**src/pdc_pkg.sv**
```systemverilog
package pdc_pkg;

    // ********************************************************
    // Widths
    // ********************************************************
    localparam int PDC_NUM_WAKE_PINS = 8;   // Pin change wake sources
    localparam int PDC_NUM_KEEP      = 4;   // Retention RAM areas
    localparam int PDC_NUM_MODULES   = 8;   // Peripherals with stop bits

    // ********************************************************
    // Wake pin bit positions (c low..c high, g low, g high, j)
    // ********************************************************
    localparam int PDC_PIN_G_LOW  = 4;      // wake_pin_g_low position
    localparam int PDC_PIN_G_HIGH = 5;      // wake_pin_g_high position

    // Pins usable only on the large RAM variant
    localparam logic [7:0] PDC_PINS_LARGE_ONLY = 8'h30;
    // Keep bits present on every variant (areas 0 and 1)
    localparam logic [3:0] PDC_KEEP_ALWAYS     = 4'h3;

    // ********************************************************
    // Reset values
    // ********************************************************
    localparam logic [3:0] PDC_KEEP_RST    = 4'h0;  // No area kept
    localparam logic [3:0] PDC_HOLD_ALL    = 4'hF;  // All areas powered
    localparam logic [7:0] PDC_PINS_RST    = 8'h00; // No wake pin
    localparam logic [7:0] PDC_MOD_ALL_ON  = 8'hFF; // All modules clocked

    // ********************************************************
    // Power state, Gray coded along the deep standby entry and wake path
    // ********************************************************
    typedef enum logic [2:0] {
        PDC_ACTIVE = 3'h0,                  // Normal running
        PDC_ENTER  = 3'h1,                  // Sleep instruction executing
        PDC_DEEP   = 3'h3,                  // Deep standby, core unpowered
        PDC_WAKE   = 3'h2,                  // Power returning
        PDC_SLEEP  = 3'h6,                  // CPU halted
        PDC_SWSTBY = 3'h7                   // CPU and peripheral clocks stopped
    } pdc_mode_t;

    // Standby selection made by software before the sleep instruction
    typedef enum logic [1:0] {
        PDC_SEL_SLEEP  = 2'h0,
        PDC_SEL_SWSTBY = 2'h1,
        PDC_SEL_DEEP   = 2'h2
    } pdc_sel_t;

    // Recorded deep standby wake causes
    typedef struct packed {
        logic       por;                    // Power-on reset
        logic       nmi;                    // Non-maskable interrupt
        logic       alarm;                  // Clock alarm
        logic [7:0] pin;                    // Per wake pin change
    } pdc_flags_t;

    // Asynchronous events towards the controller
    typedef struct packed {
        logic nmi;                          // Non-maskable interrupt
        logic irq;                          // Maskable interrupt request
        logic manual_rst;                   // Manual reset
        logic por;                          // Power-on reset request
        logic alarm;                        // Clock alarm
    } pdc_events_t;

    // Power and clock enables
    typedef struct packed {
        logic cpu_clk_en;                   // CPU clock
        logic periph_clk_en;                // Peripheral clocks
        logic core_pwr_en;                  // Internal core supply
        logic rtc_clk_en;                   // Real-time clock
    } pdc_power_t;

endpackage : pdc_pkg

```
**src/pdc_power_ctrl.sv**
```systemverilog
module pdc_power_ctrl
    import pdc_pkg::*;
(
    input  wire logic        core_clk_i,        // 125 MHz clock
    input  wire logic        rst_n_i,           // Async reset, active low
    input  wire logic        large_ram_strap_i, // Large RAM variant strap
    input  wire logic        sleep_exec_i,      // Sleep instruction pulse
    input  wire pdc_sel_t    standby_sel_i,     // Mode chosen for sleep
    input  wire pdc_events_t events_i,          // Wake events
    input  wire logic [7:0]  wake_pins_i,       // Wake pin levels
    input  wire logic [7:0]  wake_pin_en_i,     // Wake pin enables
    input  wire logic [3:0]  keep_bits_i,       // retention_keep_control
    input  wire logic        pins_hiz_sel_i,    // 1: pins high-Z in deep
    input  wire logic        rtc_run_i,         // Clock run bit
    input  wire logic        fast_ram_enable_i, // fast_ram_enable
    input  wire logic        fast_ram_write_enable_i, // Write enable
    input  wire logic        large_ram_enable_i,      // large_ram_enable
    input  wire logic        large_ram_write_enable_i, // Write enable
    input  wire logic [7:0]  module_stop_bit_i, // 1: module stopped
    input  wire logic        pin_hold_clear_i,  // Pin hold bit cleared
    input  wire logic        flag_clear_i,      // Clear wake flags
    output pdc_mode_t        mode_o,            // Current power state
    output pdc_power_t       power_o,           // Clock and power enables
    output logic [3:0]       ret_hold_o,        // Retention area powered
    output logic             ret_init_o,        // Init retention RAM pulse
    output logic             fast_ram_init_o,   // Init fast RAM pulse
    output logic             large_ram_init_o,  // Init large RAM pulse
    output logic             reset_exc_o,       // Reset exception pulse
    output logic             int_accept_o,      // Entry aborted pulse
    output logic             rtc_lost_o,        // Clock control lost
    output logic [7:0]       module_clk_en_o,   // Per module clock
    output logic             pin_hold_o,        // Pins frozen
    output logic             pins_hiz_o,        // Pins high-Z
    output pdc_flags_t       deep_standby_flag_reg_o // Wake causes
);

    // ********************************************************
    // State record
    // ********************************************************
    typedef struct packed {
        pdc_mode_t  mode;                   // Power state
        pdc_sel_t   target;                 // Mode latched at entry
        logic       variant;                // Large RAM variant
        logic       strap_done;             // Strap captured
        logic [3:0] keep;                   // Keep bits latched at entry
        logic [7:0] pin_en;                 // Wake pins latched at entry
        logic [7:0] pin_snap;               // Pin levels at entry
        logic       hiz_sel;                // Pin choice at entry
        pdc_power_t power;                  // Enables
        logic [3:0] ret_hold;               // Retention power
        logic       ret_init;               // Pulses
        logic       fast_init;
        logic       large_init;
        logic       reset_exc;
        logic       int_accept;
        logic       rtc_lost;               // Level, set by deep wake
        logic [7:0] mod_clk_en;             // Module clocks
        logic       pin_hold;               // Pin freeze
        logic       pins_hiz;               // Pin high-Z
        pdc_flags_t flags;                  // Wake causes
    } pdc_state_t;
    pdc_state_t st_reg;                     // Registered state
    pdc_state_t st_next;                    // Next state
    logic [7:0] pin_change;                 // Enabled pins that moved
    logic       deep_wake;                  // Any deep exit cause
    logic       abort_req;                  // Entry interrupted
    // Reset value of the whole record
    function automatic pdc_state_t pdc_rst_val();
        pdc_state_t s;
        s            = '0;                  // Idle and sleep choice are zero
        s.keep       = PDC_KEEP_RST;
        s.pin_en     = PDC_PINS_RST;
        s.power      = '{1'b1, 1'b1, 1'b1, 1'b0};
        s.ret_hold   = PDC_HOLD_ALL;
        s.mod_clk_en = PDC_MOD_ALL_ON;
        return s;
    endfunction : pdc_rst_val
    // Enables per state; the clock follows its run bit everywhere
    function automatic pdc_power_t pdc_power_of(input pdc_mode_t m,
                                                input logic      run);
        pdc_power_t p;
        p = '{1'b1, 1'b1, 1'b1, run};
        case (m)
            PDC_SLEEP:  p.cpu_clk_en = 1'b0;
            PDC_SWSTBY: {p.cpu_clk_en, p.periph_clk_en} = 2'h0;
            PDC_DEEP:   {p.cpu_clk_en, p.periph_clk_en,
                         p.core_pwr_en} = 3'h0;
            default: ;
        endcase
        return p;
    endfunction : pdc_power_of
    // ********************************************************
    // Wake decoding
    // ********************************************************
    // Level change on an enabled pin since the entry snapshot
    assign pin_change = (wake_pins_i ^ st_reg.pin_snap) & st_reg.pin_en;
    assign deep_wake  = events_i.nmi | events_i.alarm | events_i.por
                      | (|pin_change);
    // Only interrupts and manual reset race the sleep instruction
    assign abort_req  = events_i.nmi | events_i.irq | events_i.manual_rst;

    // ********************************************************
    // Next state
    // ********************************************************
    always_comb begin
        st_next            = st_reg;
        st_next.ret_init   = 1'b0;
        st_next.fast_init  = 1'b0;
        st_next.large_init = 1'b0;
        st_next.reset_exc  = 1'b0;
        st_next.int_accept = 1'b0;
        // Strap taken once, the first edge after reset release
        if (!st_reg.strap_done) begin
            st_next.variant    = large_ram_strap_i;
            st_next.strap_done = 1'b1;
        end
        // Software clear of the flags; a new cause below wins
        if (flag_clear_i) begin
            st_next.flags = '0;
        end
        if (pin_hold_clear_i) begin
            st_next.pin_hold = 1'b0;
            st_next.rtc_lost = 1'b0;
        end
        case (st_reg.mode)
            PDC_ACTIVE: begin
                // Only the sleep instruction starts any standby
                if (sleep_exec_i) begin
                    st_next.mode    = PDC_ENTER;
                    st_next.target  = standby_sel_i;
                    // Upper keep bits ignored on the small variant
                    st_next.keep    = keep_bits_i &
                        (st_reg.variant ? PDC_HOLD_ALL
                                        : PDC_KEEP_ALWAYS);
                    // Two g pins wake only on the large variant
                    st_next.pin_en  = wake_pin_en_i &
                        (st_reg.variant ? 8'hFF
                                        : ~PDC_PINS_LARGE_ONLY);
                    st_next.pin_snap = wake_pins_i;
                    st_next.hiz_sel  = pins_hiz_sel_i;
                end
            end
            PDC_ENTER: begin
                // Racing interrupt is accepted, entry abandoned
                if (abort_req) begin
                    st_next.mode       = PDC_ACTIVE;
                    st_next.int_accept = 1'b1;
                end else begin
                    case (st_reg.target)
                        PDC_SEL_SWSTBY: st_next.mode = PDC_SWSTBY;
                        PDC_SEL_DEEP: begin
                            st_next.mode     = PDC_DEEP;
                            st_next.pin_hold = 1'b1;
                            st_next.pins_hiz = st_reg.hiz_sel;
                            st_next.ret_hold = st_reg.keep;
                        end
                        default:        st_next.mode = PDC_SLEEP;
                    endcase
                end
            end
            PDC_SLEEP: begin
                if (abort_req | events_i.por) begin
                    st_next.mode = PDC_ACTIVE;
                end
            end
            PDC_SWSTBY: begin
                if (events_i.por) begin
                    st_next.mode       = PDC_ACTIVE;
                    // Software keeps data by clearing an enable
                    st_next.fast_init  = fast_ram_enable_i &
                                         fast_ram_write_enable_i;
                    st_next.large_init = large_ram_enable_i &
                                         large_ram_write_enable_i;
                end else if (events_i.nmi | events_i.irq) begin
                    st_next.mode = PDC_ACTIVE;
                end
            end
            PDC_DEEP: begin
                if (deep_wake) begin
                    st_next.mode      = PDC_WAKE;
                    st_next.reset_exc = 1'b1;
                    st_next.ret_init  = events_i.por;
                    st_next.rtc_lost  = 1'b1;
                    st_next.pins_hiz  = 1'b0;
                    st_next.ret_hold  = PDC_HOLD_ALL;
                    // Builds on the cleared copy so that a set wins
                    st_next.flags = st_next.flags | {events_i.por,
                        events_i.nmi, events_i.alarm, pin_change};
                end
            end
            PDC_WAKE: st_next.mode = PDC_ACTIVE; // Supply settles
            default:  st_next.mode = PDC_ACTIVE;
        endcase
        st_next.power = pdc_power_of(st_next.mode, rtc_run_i);
        // Power-on reset request clocks every module for one cycle; manual reset does not
        st_next.mod_clk_en = events_i.por ? PDC_MOD_ALL_ON
                                          : ~module_stop_bit_i;
    end

    // ********************************************************
    // State register
    // ********************************************************
    always_ff @(posedge core_clk_i or negedge rst_n_i) begin
        if (!rst_n_i) begin
            st_reg <= pdc_rst_val();
        end else begin
            st_reg <= st_next;
        end
    end

    // Every output is a field of the state register
    assign mode_o                  = st_reg.mode;
    assign power_o                 = st_reg.power;
    assign ret_hold_o              = st_reg.ret_hold;
    assign ret_init_o              = st_reg.ret_init;
    assign fast_ram_init_o         = st_reg.fast_init;
    assign large_ram_init_o        = st_reg.large_init;
    assign reset_exc_o             = st_reg.reset_exc;
    assign int_accept_o            = st_reg.int_accept;
    assign rtc_lost_o              = st_reg.rtc_lost;
    assign module_clk_en_o         = st_reg.mod_clk_en;
    assign pin_hold_o              = st_reg.pin_hold;
    assign pins_hiz_o              = st_reg.pins_hiz;
    assign deep_standby_flag_reg_o = st_reg.flags;
endmodule : pdc_power_ctrl

```
**config.mk**
```make
export PLATFORM = sky130hd
export DESIGN_NAME = pdc_power_ctrl
export DESIGN_NICKNAME = d
export VERILOG_FILES = /design/src/pdc_pkg.sv /design/src/pdc_power_ctrl.sv
export SDC_FILE = /design/constraint.sdc
export NUM_CORES = 1
export LEC_CHECK = 0
export ABC_AREA = 1
export BUFFER_PORTS_ARGS = -buffer_cell sky130_fd_sc_hd__buf_4
export CORE_ASPECT_RATIO = 0.75
export CORE_MARGIN = 4
export CORE_UTILIZATION = 50
export CTS_CLUSTER_SIZE = 10
export DETAILED_ROUTE_END_ITERATION = 6
export GPL_TIMING_DRIVEN = 0
export PLACE_DENSITY = 0.8
export SLEW_MARGIN = 0
export SYNTH_ARGS = -nofsm -noshare
export SYNTH_HDL_FRONTEND = slang
export SYNTH_SLANG_ARGS = --single-unit
```
**constraint.sdc**
```tcl
create_clock -name core_clk_i -period 3.2 [get_ports core_clk_i]
set_input_delay 0.32 -clock core_clk_i [delete_from_list [all_inputs] [get_ports core_clk_i]]
set_output_delay 0.32 -clock core_clk_i [all_outputs]
set_load 0.03 [all_outputs]
```
# Word level (Yosys, flattened, before mapping)
# Cells that the tools add are included.
# op_classes
addsub,0
multipliers,0
div_mod_pow,0
n_lt_le_gt_ge,0
eq_ne,12
n_shift,0
mux,36
n_bitwise,14
reduce_logical,7
# ops
cell,n
$mux 11,2
$and 8x8->8,2
$mux 3,5
$pmux 3 s5,1
$mux 1,13
$eq 3x3->1 const B,4
$mux 12,1
$mux 4,3
$or 11x11->11,1
$mux 5,2
$mux 2,4
$mux 8,1
$not 8->8,1
$pmux 4 s2,1
$reduce_or 8->1,1
$xor 8x8->8,1
$eq 3x2->1 const B,2
$mux 6,1
$or 1x1->1,6
$pmux 3 s2,1
$and 4x4->4,1
$ne 2x2->1 const B,2
$reduce_and 4->1,1
$eq 3x1->1 const B,1
10 further kinds,11
# totals
register_bits,63
latchBits,0
ram_bits,0
romBits,0
inputBits,47
output_inout_bits,38
elab_cells,95
memories,0

# Logic depth before layout (Yosys ltp)
# depth
word_depth,9
depth_mapped,10
depth_no_buf,10

# Least setup slack after synthesis
# OpenSTA, ideal clock, no wires.
# synth_path
kind,register to register
start,"register st_reg, in the netlist mode_o[2]"
end,"register st_reg, in the netlist pins_hiz_o"
setup_ns,0.065
arrival_time_ns,1.182
required_ns,3.135
slack_ns,1.953
stages_incl_launch_ff,8
n_path_buf,0
synth_period_minus_slack_ns,1.247
cell_sequence,dfrtp_1 nor2_1 nand2_1 o21ai_2 clkinv_2 nand2_2 nand2_1 nand2_1
# synth_between
elab_chain_len,3
elab_cells_between_ends,8
classes_between,eq/ne: 5; mux: 1; reduce/logical: 2
# synth_rtl
item,line,source
"start, declared",pdc_power_ctrl.sv:62,pdc_state_t st_reg;
"start signal, assigned",pdc_power_ctrl.sv:205,st_reg <= pdc_rst_val();
"start signal, assigned",pdc_power_ctrl.sv:207,st_reg <= st_next;
$eq 3x1->1 or $eq 3x2->1 (tied branches),pdc_power_ctrl.sv:125,case (st_reg.mode)
"$ne 2x1->1 (no source line), or another cell as far along",-,
$reduce_and 4->1 (no source line),-,
# Several ways; a longest one is shown, not always the timed one.
# A chain may end at the register's enable or synchronous reset.

# Worst setup path after layout
# layout_path
start,"register st_reg, in the netlist mode_o[0]"
end,register st_reg[50] (netlist name)
# layout_between
elab_chain_len,2
# layout_rtl
item,line
$logic_not 3->1,pdc_power_ctrl.sv:125
$reduce_and 2->1 (no source line),-
# Every way passes these cells.

==> flow_metrics.tcl <==
set metrics [dict create \
    swShare_pct 28.6 \
    drv_cap 0 \
    clk_latency_ns 0.33 \
    endpoint "st_reg[50]$_DFFE_PN0P_" \
    cts.clk_slew.worst_paths_ns 0.07 \
    track_usage_pct 19.4 \
    grt_pass1_vias 2202 \
    crit_start "mode_o[0]$_DFF_PN0_" \
    synth.most_common_cell "nand2_1" \
    maxSlewHeadroom_pct 48.3 \
    die_x_um 94.4 \
    p_clk_share_pct 32.6 \
    grt_pass1_wl_mm 10.1 \
    dp_hpwl_mm 4.68 \
    viasPerCell 4.63 \
    synth_top_area_share_pct 43.0 \
    clock_path_buffers 2 \
    cts_made_buffers 9 \
    hold_path_class "in2async" \
    fin_crit_sh_pct 47.0 \
    synth_ff_type "dfrtp_1" \
    path_cells "inv_1, nand3_1, clkinv_1, buf_2, nand2_1, nand2_1" \
    tns_ns 0 \
    syn_to_final_growth_pct 33.2 \
    crit_type "reg2reg" \
    place.gp.congestion 0.809 \
    wire_per_inst_um 12.6 \
    cts_sinks 63 \
    syn_area_per_cell_um2 8.82 \
    cp_max_fo 10 \
    r2r-start "mode_o[0]$_DFF_PN0_" \
    endpoint_kind "flop" \
    start_kind "flop" \
    grt_overflow 0 \
    crit_top_cell "nand2_1" \
    final_hold_viol_count 0 \
    cts_tree "built" \
    rr_endpoint "st_reg[50]$_DFFE_PN0P_" \
    h-tree-depth 3 \
    largest_reg_flops 25 \
    async_reset_ff_share_pct 100 \
    routed_wl_mm 6.21 \
    dieArea_um2 6870 \
    routed.top_layer "met4" \
    whs_ns 0.0564 \
    ys_seq_area_share_pct 57.0 \
    status "complete, no violations" \
    cp.required_ns 3.42 \
    rsz0062_at_grt "no" \
    drive_gt1_share_pct 37.4 \
    antenna_left 0 \
    powerDensity_nw_per_um2 594 \
    syn_inst 317 \
    drt_iter0_drc 113 \
    die-height_um 72.8 \
    fin_skew_ns 0.00836 \
    syn-cell-area_um2 2800 \
    netlist.top_cell.by_area "dfrtp_1" \
    setup_viol 0 \
    intPower_mw 1.58 \
    antenna_found_initial 0 \
    fmax_mhz 665 \
    worst_slew_pin_slew_ns 0.775 \
    cts_hold_buf 0 \
    cts_resized 0 \
    critPathSlowestCell "dfrtp_1" \
    cts-root-buf "clkbuf_8" \
    dr_wl_met3_um 590 \
    seq_power_share_pct 44.8 \
    port_buffers 84 \
    met2WireLength_mm 2.85 \
    cp.arrival_ns 1.72 \
    vias 2277 \
    postCtsSetupBuffers 0 \
    num_rows 23 \
    wl_met1_mm 2.66 \
    yosys_warnings 0 \
    ys_types 26 \
    peakVddDrop_mv 0.340 \
    slowest_delay_ns 0.47 \
    syn_nets 365 \
    yosys_register_bits 63 \
    fin_crit_ns 1.50 \
    start_util_pct 52.0 \
    comb_power_share_pct 22.5 \
    synth_common_cells "nand2_1 (97), dfrtp_1 (48), inv_1 (37), buf_4 (30), nor2_1 (23)" \
    core-area_um2 5380 \
    grt_max_degree 64 \
    reg2reg_slack_ns 1.70 \
    drtPass1Iterations 4 \
    io_pins 85 \
    slew_viol_final 0 \
    synth-edff-count 0 \
    nNetsFinal 460 \
    power.leakage_nw 1.99 \
    p_sw_mw 0.634 \
    yosys-top-cells-area "dfrtp_1 (43%), dfstp_2 (14%), nand2_1 (13%), buf_4 (8.1%), inv_1 (5.0%)" \
    n_antenna_cell 0 \
    drcViolationCount 0 \
    rr_worst_depth 6 \
]
==> kinds of logic after synthesis <==
group | after synthesis | share of synthesized area, %
AOI/OAI and AO/OA | 29 | 6.00
other | 1 | 0.134
adders and majority gates | 1 | 0.447
muxes | 1 | 0.403
and+or+nand+nor | 145 | 21.3
DFF | 63 | 57.0
buffers and inverters | 77 | 14.6
==> layout by cell type (no fill, tap or decap) <==
| cell type | instances |
|---|---|
| a21oi_1 | 5 |
| buf_2 | 5 |
| buf_4 | 114 |
| bufinv_16 | 2 |
| clkbuf_1 | 5 |
| clkbuf_8 | 9 |
| clkinv_1 | 1 |
| clkinv_2 | 3 |
| conb_1 | 1 |
| dfrtp_1 | 48 |
| dfstp_2 | 15 |
| ha_1 | 1 |
| inv_1 | 37 |
| inv_2 | 1 |
| mux2_2 | 1 |
| nand2_1 | 97 |
| nand2_2 | 2 |
| nand3_1 | 11 |
| nand4_1 | 4 |
| nor2_1 | 23 |
| nor2_4 | 2 |
| nor3_1 | 5 |
| nor4_1 | 1 |
| o21ai_0 | 13 |
| o21ai_1 | 1 |
| o21ai_2 | 2 |
| o22ai_1 | 6 |
| o2bb2ai_1 | 2 |
==> per-stage QoR <==
| step | std cells | utilization (%) | cell area [um^2] | worst slack [ns] | power (mW) |
|---|---|---|---|---|---|
| global route | 492 | 69.2 | 3730 | 1.56 | 2.34 |
| floorplan | 317 | - | 2800 | 1.95 | 1.32 |
| CTS | 492 | 69.2 | 3730 | 1.69 | 2.24 |
| finish | 492 | 69.2 | 3730 | 1.70 | 2.21 |
| global placement | 476 | 65.4 | 3520 | 1.71 | 1.49 |
| detailed placement | 476 | 65.4 | 3520 | 1.68 | 1.51 |
==> metal layers <==
| layer | track usage [%] | vias to the layer above |
|---|---|---|
| li1 | - | 1138 |
| met1 | 26.0 | 1036 |
| met2 | 30.0 | 90 |
| met3 | 6.08 | 13 |
| met4 | 7.21 | 0 |
| met5 | 0 | - |
==> worst max-delay path: cells and delay by family, from the launching register on <==
| family | cells | cell delay (ns) |
|---|---|---|
| buf+inv | 3 | 0.63 |
| flops | 1 | 0.47 |
| simple gates | 3 | 0.30 |
==> power by group through the flow <==
| stage | registers (mW) | logic, mW | clock network (mW) |
|---|---|---|---|
| 2_1_floorplan | 0.998 | 0.319 | 0 |
| 3_3_place_gp | 1.00 | 0.490 | 0 |
| 3_5_place_dp | 1.01 | 0.504 | 0 |
| 4_1_cts | 0.993 | 0.506 | 0.737 |
| 5_1_grt | 1.01 | 0.558 | 0.775 |
| 6_report | 0.993 | 0.499 | 0.722 |
==> final cells by class <==
type	count	area (um^2)
inverters	40	151
clock inverters	4	70.1
repair buffers	84	631
multi-input cells	177	792
fillers	457	1660
flip-flops and latches	63	1600
well taps	75	93.8
clock buffers	12	135
plain buffers	37	258
==> worst min path at each step <==
stage,cells past startpoint,from,endpoint,slack [ns]
2_1_floorplan,0,rst_n_i,deep_standby_flag_reg_o[0]$_DFF_PN0_,0.02
3_3_place_gp,1,rtc_run_i,power_o[0]$_DFF_PN0_,0.43
3_5_place_dp,1,rtc_run_i,power_o[0]$_DFF_PN0_,0.43
4_1_cts,1,rst_n_i,power_o[0]$_DFF_PN0_,0.08
5_1_grt,1,rtc_run_i,power_o[0]$_DFF_PN0_,0.07
6_report,1,rst_n_i,power_o[0]$_DFF_PN0_,0.06
(Power assumes the default switching activity.)
